===== src/rtl/ssum_pkg.sv =====
// shared constants and types of the status and event summary block
package ssum_pkg;

  // ****************************************************************
  // status byte bit positions
  // ****************************************************************
  localparam int unsigned STB_XQ_BIT   = 1;
  localparam int unsigned STB_EQ_BIT   = 2;
  localparam int unsigned STB_QUES_BIT = 3;
  localparam int unsigned STB_MAV_BIT  = 4;
  localparam int unsigned STB_ESB_BIT  = 5;
  localparam int unsigned STB_MSS_BIT  = 6;
  localparam int unsigned STB_OPER_BIT = 7;

  // ****************************************************************
  // event latch bit positions and reset values
  // ****************************************************************
  localparam int unsigned ESR_OPC_BIT = 0;
  localparam int unsigned ESR_QRY_BIT = 2;
  localparam int unsigned ESR_DDE_BIT = 3;
  localparam int unsigned ESR_EXE_BIT = 4;
  localparam int unsigned ESR_CME_BIT = 5;
  localparam int unsigned ESR_URQ_BIT = 6;
  localparam logic [7:0]  ESR_USED    = 8'h7D;
  localparam logic [7:0]  PPE_RESET   = 8'h00;
  localparam logic [7:0]  ESE_RESET   = 8'h00;
  localparam logic [7:0]  ESR_RESET   = 8'h00;
  localparam logic [7:0]  STB_RESET   = 8'h00;

  // ****************************************************************
  // error queue defaults
  // ****************************************************************
  localparam int unsigned ERRQ_DEPTH    = 16;
  localparam int unsigned ERR_CODE_W    = 16;
  localparam logic [15:0] ERR_NONE_CODE = 16'h0000;
  localparam logic [15:0] ERR_OVFL_CODE = 16'hFEA2;

  // ****************************************************************
  // command and answer carriers
  // ****************************************************************
  typedef enum logic [2:0] {
    SSUM_OP_NONE   = 3'h0,
    SSUM_OP_PPE_WR = 3'h1,
    SSUM_OP_PPE_RD = 3'h2,
    SSUM_OP_ESE_WR = 3'h3,
    SSUM_OP_ESE_RD = 3'h4,
    SSUM_OP_ESR_RD = 3'h5,
    SSUM_OP_STB_RD = 3'h6,
    SSUM_OP_ERR_RD = 3'h7
  } ssum_op_t;

  typedef struct packed {
    logic       valid;
    ssum_op_t   op;
    logic [7:0] data;
  } ssum_cmd_t;

  typedef struct packed {
    logic        valid;
    logic [15:0] data;
  } ssum_rsp_t;

  typedef struct packed {
    logic cmd_err;
    logic exe_err;
    logic dev_err;
    logic qry_err;
    logic opc_cmd;
    logic user_req;
  } ssum_evt_t;

  typedef struct packed {
    logic oper;
    logic mss;
    logic mav;
    logic ques;
  } ssum_stb_ext_t;

endpackage


===== src/rtl/ssum_err_queue.sv =====
// error queue: first in first out store of descriptive error codes
`timescale 1ns/1ps
`default_nettype none
module ssum_err_queue
  import ssum_pkg::*;
#(
  parameter int unsigned DEPTH = ERRQ_DEPTH,
  parameter int unsigned W     = ERR_CODE_W
) (
  input  wire logic         clk,
  input  wire logic         rst_b,
  input  wire logic         push,
  input  wire logic [W-1:0] push_code,
  input  wire logic         pop,
  output logic     [W-1:0]  head_code,
  output logic              not_empty,
  output logic              pushed
);
  localparam int unsigned AW = $clog2(DEPTH);

  logic [W-1:0] mem [DEPTH];
  logic [AW-1:0] wr_q;
  logic [AW-1:0] rd_q;
  logic [AW:0]   cnt_q;
  logic          full;
  logic          do_pop;
  logic          do_push;
  logic [AW-1:0] last;

  assign full      = (cnt_q == (AW+1)'(DEPTH));
  assign not_empty = (cnt_q != '0);
  assign do_pop    = pop && not_empty;
  // a full queue keeps its oldest entries; the newest slot says overflow
  assign do_push   = push && (!full || do_pop);
  assign pushed    = do_push;
  assign last      = wr_q - AW'(1);
  assign head_code = not_empty ? mem[rd_q] : W'(ERR_NONE_CODE);

  always_ff @(posedge clk) begin
    if (do_push) begin
      mem[wr_q] <= push_code;
    end else if (push && full) begin
      mem[last] <= W'(ERR_OVFL_CODE);
    end
  end

  always_ff @(posedge clk or negedge rst_b) begin
    if (!rst_b) begin
      wr_q  <= '0;
      rd_q  <= '0;
      cnt_q <= '0;
    end else begin
      if (do_push) wr_q <= wr_q + AW'(1);
      if (do_pop) rd_q <= rd_q + AW'(1);
      cnt_q <= cnt_q + (AW+1)'(do_push) - (AW+1)'(do_pop);
    end
  end
endmodule
`default_nettype wire


===== src/rtl/ssum_event_latch.sv =====
// sticky event latch with enable mask and summary output
`timescale 1ns/1ps
`default_nettype none
module ssum_event_latch
  import ssum_pkg::*;
#(
  parameter int unsigned W        = 8,
  parameter logic [7:0]  USED     = ESR_USED
) (
  input  wire logic         clk,
  input  wire logic         rst_b,
  input  wire logic [W-1:0] set_vec,
  input  wire logic         clr,
  input  wire logic [W-1:0] enable,
  output logic     [W-1:0]  value_q,
  output logic              summary
);
  logic [W-1:0] value_d;

  // an event in the clearing cycle survives the clear
  assign value_d = ((clr ? '0 : value_q) | set_vec) & USED[W-1:0];
  assign summary = |(value_q & enable);

  always_ff @(posedge clk or negedge rst_b) begin
    if (!rst_b) value_q <= ESR_RESET[W-1:0];
    else value_q <= value_d;
  end
endmodule
`default_nettype wire


===== src/rtl/ssum_status_event_summary.sv =====
// status byte, event latch, masks and parallel poll summary
//
// How it works
// - stb bit 2 follows error queue non-empty
// - enabled bit 2 requests service per entry
// - stb bit 1 is enabled questionable summary
// - ist is or of stb bits masked by ppe
// - parallel poll answers with ist bit
// - ppe mask written and read back unchanged
// - esr query returns then clears latch
// - ese mask written and readable
// - stb bit 5 is enabled event summary
// - command error sets event bit 5
// - execution error sets event bit 4
// - device fault sets event bit 3
// - command, execution or device errors queue one code per cycle, shared by simultaneous errors
// - query error sets event bit 2
// - opc sets bit 0 after completion
`timescale 1ns/1ps
`default_nettype none
module ssum_status_event_summary
  import ssum_pkg::*;
#(
  parameter int unsigned ERR_DEPTH = ERRQ_DEPTH,
  parameter int unsigned XQ_W      = 16
) (
  input  wire logic                  clk,
  input  wire logic                  rst_b,
  input  wire ssum_cmd_t             cmd,
  input  wire ssum_evt_t             evt,
  input  wire logic [ERR_CODE_W-1:0] err_code,
  input  wire logic [XQ_W-1:0]       xq_event,
  input  wire logic [XQ_W-1:0]       xq_enable,
  input  wire ssum_stb_ext_t         stb_ext,
  input  wire logic                  sre_eq_en,
  input  wire logic                  all_done,
  input  wire logic                  ppoll_req,
  output ssum_rsp_t                  rsp_q,
  output logic [7:0]                 stb_q,
  output logic                       ist_q,
  output logic                       ppoll_valid_q,
  output logic                       ppoll_ist_q,
  output logic                       srq_q
);

  // ****************************************************************
  // command decode
  // ****************************************************************
  wire ppe_wr = cmd.valid && (cmd.op == SSUM_OP_PPE_WR);
  wire ppe_rd = cmd.valid && (cmd.op == SSUM_OP_PPE_RD);
  wire ese_wr = cmd.valid && (cmd.op == SSUM_OP_ESE_WR);
  wire ese_rd = cmd.valid && (cmd.op == SSUM_OP_ESE_RD);
  wire esr_rd = cmd.valid && (cmd.op == SSUM_OP_ESR_RD);
  wire stb_rd = cmd.valid && (cmd.op == SSUM_OP_STB_RD);
  wire err_rd = cmd.valid && (cmd.op == SSUM_OP_ERR_RD);
  wire any_rd = ppe_rd || ese_rd || esr_rd || stb_rd || err_rd;

  // ****************************************************************
  // mask registers
  // ****************************************************************
  logic [7:0] ppe_q;
  logic [7:0] ppe_d;
  logic [7:0] ese_q;
  logic [7:0] ese_d;

  // masks keep every bit as written, unused positions included
  assign ppe_d = ppe_wr ? cmd.data : ppe_q;
  assign ese_d = ese_wr ? cmd.data : ese_q;

  always_ff @(posedge clk or negedge rst_b) begin
    if (!rst_b) begin
      ppe_q <= PPE_RESET;
      ese_q <= ESE_RESET;
    end else begin
      ppe_q <= ppe_d;
      ese_q <= ese_d;
    end
  end

  // ****************************************************************
  // operation complete tracking
  // ****************************************************************
  typedef enum logic [1:0] {
    SSUM_OPC_IDLE = 2'b00,
    SSUM_OPC_WAIT = 2'b01
  } ssum_opc_state_t;

  ssum_opc_state_t opc_q;
  ssum_opc_state_t opc_d;
  logic            opc_done;

  // the wait starts the cycle after the command so that commands
  // accepted together with it are counted as previous ones
  always_comb begin
    opc_d    = opc_q;
    opc_done = 1'b0;
    unique case (opc_q)
      SSUM_OPC_IDLE: begin
        if (evt.opc_cmd) opc_d = SSUM_OPC_WAIT;
      end
      SSUM_OPC_WAIT: begin
        if (all_done) begin
          opc_done = 1'b1;
          opc_d    = evt.opc_cmd ? SSUM_OPC_WAIT : SSUM_OPC_IDLE;
        end
      end
      default: opc_d = SSUM_OPC_IDLE;
    endcase
  end

  always_ff @(posedge clk or negedge rst_b) begin
    if (!rst_b) opc_q <= SSUM_OPC_IDLE;
    else opc_q <= opc_d;
  end

  // ****************************************************************
  // event latch
  // ****************************************************************
  logic [7:0] esr_set;
  logic [7:0] esr_val;
  logic       esb;

  always_comb begin
    esr_set              = 8'h00;
    esr_set[ESR_OPC_BIT] = opc_done;
    esr_set[ESR_QRY_BIT] = evt.qry_err;
    esr_set[ESR_DDE_BIT] = evt.dev_err;
    esr_set[ESR_EXE_BIT] = evt.exe_err;
    esr_set[ESR_CME_BIT] = evt.cmd_err;
    esr_set[ESR_URQ_BIT] = evt.user_req;
  end

  ssum_event_latch #(
    .W    (8),
    .USED (ESR_USED)
  ) u_esr (
    .clk     (clk),
    .rst_b   (rst_b),
    .set_vec (esr_set),
    .clr     (esr_rd),
    .enable  (ese_q),
    .value_q (esr_val),
    .summary (esb)
  );

  // ****************************************************************
  // error queue
  // ****************************************************************
  logic                  err_push;
  logic                  err_pushed;
  logic                  err_pend;
  logic [ERR_CODE_W-1:0] err_head;

  // one entry per cycle; simultaneous errors share one code
  assign err_push = evt.cmd_err || evt.exe_err || evt.dev_err;

  ssum_err_queue #(
    .DEPTH (ERR_DEPTH),
    .W     (ERR_CODE_W)
  ) u_errq (
    .clk       (clk),
    .rst_b     (rst_b),
    .push      (err_push),
    .push_code (err_code),
    .pop       (err_rd),
    .head_code (err_head),
    .not_empty (err_pend),
    .pushed    (err_pushed)
  );

  // ****************************************************************
  // status byte
  // ****************************************************************
  logic [7:0] stb_d;
  logic       xq_sum;

  assign xq_sum = |(xq_event & xq_enable);

  always_comb begin
    stb_d               = 8'h00;
    stb_d[STB_XQ_BIT]   = xq_sum;
    stb_d[STB_EQ_BIT]   = err_pend;
    stb_d[STB_QUES_BIT] = stb_ext.ques;
    stb_d[STB_MAV_BIT]  = stb_ext.mav;
    stb_d[STB_ESB_BIT]  = esb;
    stb_d[STB_MSS_BIT]  = stb_ext.mss;
    stb_d[STB_OPER_BIT] = stb_ext.oper;
  end

  // ****************************************************************
  // ist flag and parallel poll
  // ****************************************************************
  logic ist_d;

  // bit 6 takes part here, unlike the service request mask
  assign ist_d = |(stb_q & ppe_q);

  // ****************************************************************
  // answers
  // ****************************************************************
  logic [15:0] rd_data;

  always_comb begin
    rd_data = 16'h0000;
    unique case (1'b1)
      ppe_rd:  rd_data = {8'h00, ppe_q};
      ese_rd:  rd_data = {8'h00, ese_q};
      esr_rd:  rd_data = {8'h00, esr_val};
      stb_rd:  rd_data = {8'h00, stb_q};
      err_rd:  rd_data = 16'(err_head);
      default: rd_data = 16'h0000;
    endcase
  end

  // ****************************************************************
  // output registers
  // ****************************************************************
  always_ff @(posedge clk or negedge rst_b) begin
    if (!rst_b) begin
      rsp_q         <= '0;
      stb_q         <= STB_RESET;
      ist_q         <= 1'b0;
      ppoll_valid_q <= 1'b0;
      ppoll_ist_q   <= 1'b0;
      srq_q         <= 1'b0;
    end else begin
      rsp_q.valid   <= any_rd;
      rsp_q.data    <= rd_data;
      stb_q         <= stb_d;
      ist_q         <= ist_d;
      ppoll_valid_q <= ppoll_req;
      ppoll_ist_q   <= ppoll_req && ist_d;
      srq_q         <= err_pushed && sre_eq_en;
    end
  end

endmodule
`default_nettype wire


===== config.mk =====
export PLATFORM = sky130hd
export DESIGN_NAME = ssum_status_event_summary
export DESIGN_NICKNAME = d
export VERILOG_FILES = /design/src/rtl/ssum_pkg.sv /design/src/rtl/ssum_err_queue.sv /design/src/rtl/ssum_event_latch.sv /design/src/rtl/ssum_status_event_summary.sv
export SDC_FILE = /design/constraint.sdc
export NUM_CORES = 1
export LEC_CHECK = 0
export BUFFER_PORTS_ARGS = -buffer_cell sky130_fd_sc_hd__buf_2
export CAP_MARGIN = 20
export CORE_MARGIN = 2
export CORE_UTILIZATION = 55
export CTS_CLUSTER_DIAMETER = 100
export DETAILED_ROUTE_END_ITERATION = 7
export PLACE_DENSITY = 0.83
export SYNTH_ARGS = -nofsm -noshare
export SYNTH_HDL_FRONTEND = slang
export SYNTH_SLANG_ARGS = --single-unit
export TNS_END_PERCENT = 100

===== constraint.sdc =====
create_clock -name clk -period 6.4 [get_ports clk]
set_clock_uncertainty 0.2 [all_clocks]
set_input_delay 0 -clock clk [delete_from_list [all_inputs] [get_ports clk]]
set_output_delay 0 -clock clk [all_outputs]
set_load 0.01 [all_outputs]

==> impl_metrics.csv <==
group,metric,value,unit
drt,routed_wl,29800,µm
final_layout,syn_to_final_growth,20.8,%
global_routing,grt_pass1_wl,45000,µm
place,port_buffers,102,
synthesis,ys_types,51,
worst_setup_path,end_kind,"register",
clock_network,cts_tree,"yes",
final_layout,fin_area,15400,µm²
drt,wl_per_cell,25.9,µm
worst_setup_path,crit_slowest_cell,"nor4b_2",
clock_network,cts_setup_buffers,0,
drt,postRouteAntennaNets,0,
worst_hold_path,min_path_cells,2,
die,initial_utilization,56.2,%
place,placed_area,13700,µm²
final_layout,fillers,1381,
worst_setup_path,cp_num_buf_inv,2,
die,core,22600,µm²
sta,max_freq,310,MHz
global_routing,grt_pass1_vias,7702,
clock_network,root_buffer,"clkbuf_16",
worst_setup_path,cp.depth,12,
sta,worst_pin_slew,1080,ps
global_routing,grt_usage,25.1,%
synthesis,post-synth-top-area-cell,"edfxtp_1",
drt,drtPass1Iterations,5,
synthesis,synth_ff_type,"edfxtp_1",
drt,via_per_inst,6.24,
die,die-area,24400,µm²
worst_setup_path,path_max_fanout,9,
place,hpwl,16600,µm
global_routing,antenna_found_initial,0,
synthesis,yosys-top-cells-area,"edfxtp_1, dfrtp_1, mux4_2",
clock_network,cts_resized,0,
final_layout,final_nets,929,
drt,drc_errors,0,
clock_network,hold_buffers,65,
synthesis,avgSynthCellArea,19.5,µm²
final_layout,drive_gt1_share,32.4,%
worst_setup_path,reg2reg_depth,12,
synthesis,ys_seq_area_share,73.0,%
sta,post-route-min-period,3230,ps
worst_setup_path,crit_path_frequent_cell,"ha_1",
outcome,run_status,"finished, violations left",
final_layout,fin_util,67.9,%
synthesis,syn_inst,652,
job,cap_violations,0,
final_layout,antenna_cells,0,
synthesis,ys_seq_elements,320,
worst_setup_path,cp.required,6690,ps
place,gp_congestion,0.893,
sta,rsz0062_at_grt,"no",
worst_hold_path,hold_path.class,"in -> reg",
clock_network,htreeDepth,1,
die,die_h,156,µm
global_routing,grt-ovfl-total,0,
synthesis,syn_nets,737,
sta,timing.slew.headroom,27.8,%
pwr,pwr_density_cell,421,nW/µm²
place,dp_cells,1031,
sta,fin_crit_sh,50.4,%
global_routing,grt_max_degree,59,
clock_network,clock-sinks,320,
synthesis,yosysTopAreaCellShare,60.4,%
clock_network,insertion_delay,560,ps
pwr,vdd_ir_drop_max,0.000308,V
sta,hold_ws,-0.741,ps
sta,finalMaxSlewViolations,0,
worst_setup_path,worst-setup-path-type,"reg -> reg",
synthesis,synth_enable_flop_cells,256,
pwr,leakagePower,5.45,nW
worst_setup_path,ff2ff_setup_slack,3170,ps
die,die_x,156,µm
worst_setup_path,max_stage_delay,560,ps
sta,hold_viol,2,
sta,finalSetupTns,0,ps
clock_network,cts_buffers,31,
clock_network,clk_path_buf_depth,3,
worst_setup_path,critPathTopFamily,"adder cells",
worst_setup_path,cp.arrival,3510,ps
synthesis,ys_warn_count,0,
synthesis,syn_area,12700,µm²
worst_setup_path,cp_cell_sequence,"inv_1, ha_1, nor4b_2, nor2_2, ha_1, inv_1, ha_1, fa_1, a21oi_1, nor2_1, nor2_1, xnor2_1",
outcome,violations,"hold timing",
sta,setup_viol,0,
drt,first_iter_violations,686,
drt,vias,7199,
worst_setup_path,crit_path_start_kind,"register",
clock_network,clk_pin_slew,60,ps
die,rows,55,
final_layout,layout.cells.non_filler,1153,
die,ios,104,
synthesis,async_flop_share,20.0,%
-- power breakdown --
| group | leakage, nW | switching [mW] | internal [mW] |
|---|---|---|---|
| registers | 3.08 | 0.249 | 2.70 |
| clock network | 0.509 | 0.765 | 1.08 |
| logic | 1.86 | 0.897 | 0.776 |
| total | 5.45 | 1.91 | 4.56 |
-- sequential cells by signal, summed over array words and instances, names as in the netlist --
signal and cells:
u_errq.rd_q 4, u_esr.value_q 6, ese_q 8, stb_q 7, ppoll_ist_q 1, u_errq.mem 256
opc_q 1, ppe_q 8, ppoll_valid_q 1, u_errq.cnt_q 5, ist_q 1, srq_q 1
u_errq.wr_q 4, rsp_q 17
-- cell usage in the layout (no fill, tap or decap), types with 2 or more instances in the layout --
| cell | Yosys | routed |
|---|---|---|
| a211oi_1 | 4 | 4 |
| a21o_1 | 7 | 7 |
| a21oi_1 | 2 | 2 |
| a221oi_1 | 8 | 8 |
| a22o_1 | 11 | 11 |
| a22oi_1 | 11 | 11 |
| and2_1 | 8 | 8 |
| and4_1 | 3 | 3 |
| buf_2 | 9 | 102 |
| buf_4 | 5 | 20 |
| bufinv_16 | 0 | 5 |
| clkbuf_16 | 0 | 31 |
| clkinv_1 | 0 | 11 |
| clkinv_2 | 0 | 6 |
| dfrtp_1 | 64 | 62 |
| dlygate4sd3_1 | 0 | 65 |
| edfxtp_1 | 256 | 256 |
| ha_1 | 9 | 9 |
| inv_1 | 11 | 11 |
| mux2_2 | 24 | 24 |
| mux2i_1 | 20 | 20 |
| mux4_2 | 66 | 66 |
| nand2_1 | 14 | 14 |
| nand2b_1 | 11 | 11 |
| nand3_1 | 10 | 10 |
| nand4_1 | 3 | 3 |
| nor2_1 | 7 | 7 |
| nor2b_1 | 7 | 7 |
| nor3_1 | 19 | 3 |
| nor3_2 | 1 | 17 |
| o21ai_0 | 6 | 6 |
| o22ai_1 | 8 | 8 |
| or3_1 | 2 | 2 |
| xnor2_1 | 8 | 8 |
| xor2_1 | 6 | 6 |
-- kinds of logic (layout without fill, tap and decap cells) --
family	after synthesis	count (layout)	synth area share, %
compound gates	63	63	3.76
xor+xnor	14	14	0.964
flops	320	320	73.0
mux	110	110	15.4
simple gates	95	95	4.31
buf+inv	39	255	1.50
fa+ha+maj	10	10	1.04
other cells	1	1	0.0295
-- synth_stat cells (9+ instances only) --
cell,n
a22o_1,11
a22oi_1,11
buf_2,9
dfrtp_1,64
edfxtp_1,256
ha_1,9
inv_1,11
mux2_2,24
mux2i_1,20
mux4_2,66
nand2_1,14
nand2b_1,11
nand3_1,10
nor3_1,19
-- worst paths after layout --
check                                 from                 end
max                        u_errq.cnt_q[3]     u_errq.cnt_q[4]
min                           err_code[10]  u_errq.mem[11][10]
max reg2reg                u_errq.cnt_q[3]     u_errq.cnt_q[4]
min reg2reg                       ese_q[1]            ese_q[1]
max in group asynchronous            rst_b      u_errq.rd_q[0]
min in group asynchronous            rst_b      u_errq.wr_q[2]
-- routing by layer --
layer	part of all wire, %	global-route usage (%)	vias up
li1	-	-	3037
met1	39	33.2	3706
met2	51	43.6	386
met3	6.9	3.08	70
met4	3.5	8.96	0
met5	0	0	-
-- per-stage QoR --
stage	setup slack, ps	power, mW
CTS	3100	6.49
detailed placement	3210	4.60
finish	3170	6.47
global placement	3230	4.50
floorplan	3190	4.06
global route	2970	6.71
-- layout make-up --
class / count / area (µm²) / share of cell area [%]
sequential: 320 / 9290 / 60.5
timing repair buffer: 187 / 1310 / 8.54
multi-input combinational: 293 / 3320 / 21.6
tap: 285 / 357 / 2.32
clock buffer: 32 / 779 / 5.07
inverter: 11 / 41.3 / 0.269
clock inverter: 25 / 258 / 1.68
No activity file was read; power rests on OpenSTA's default activity.
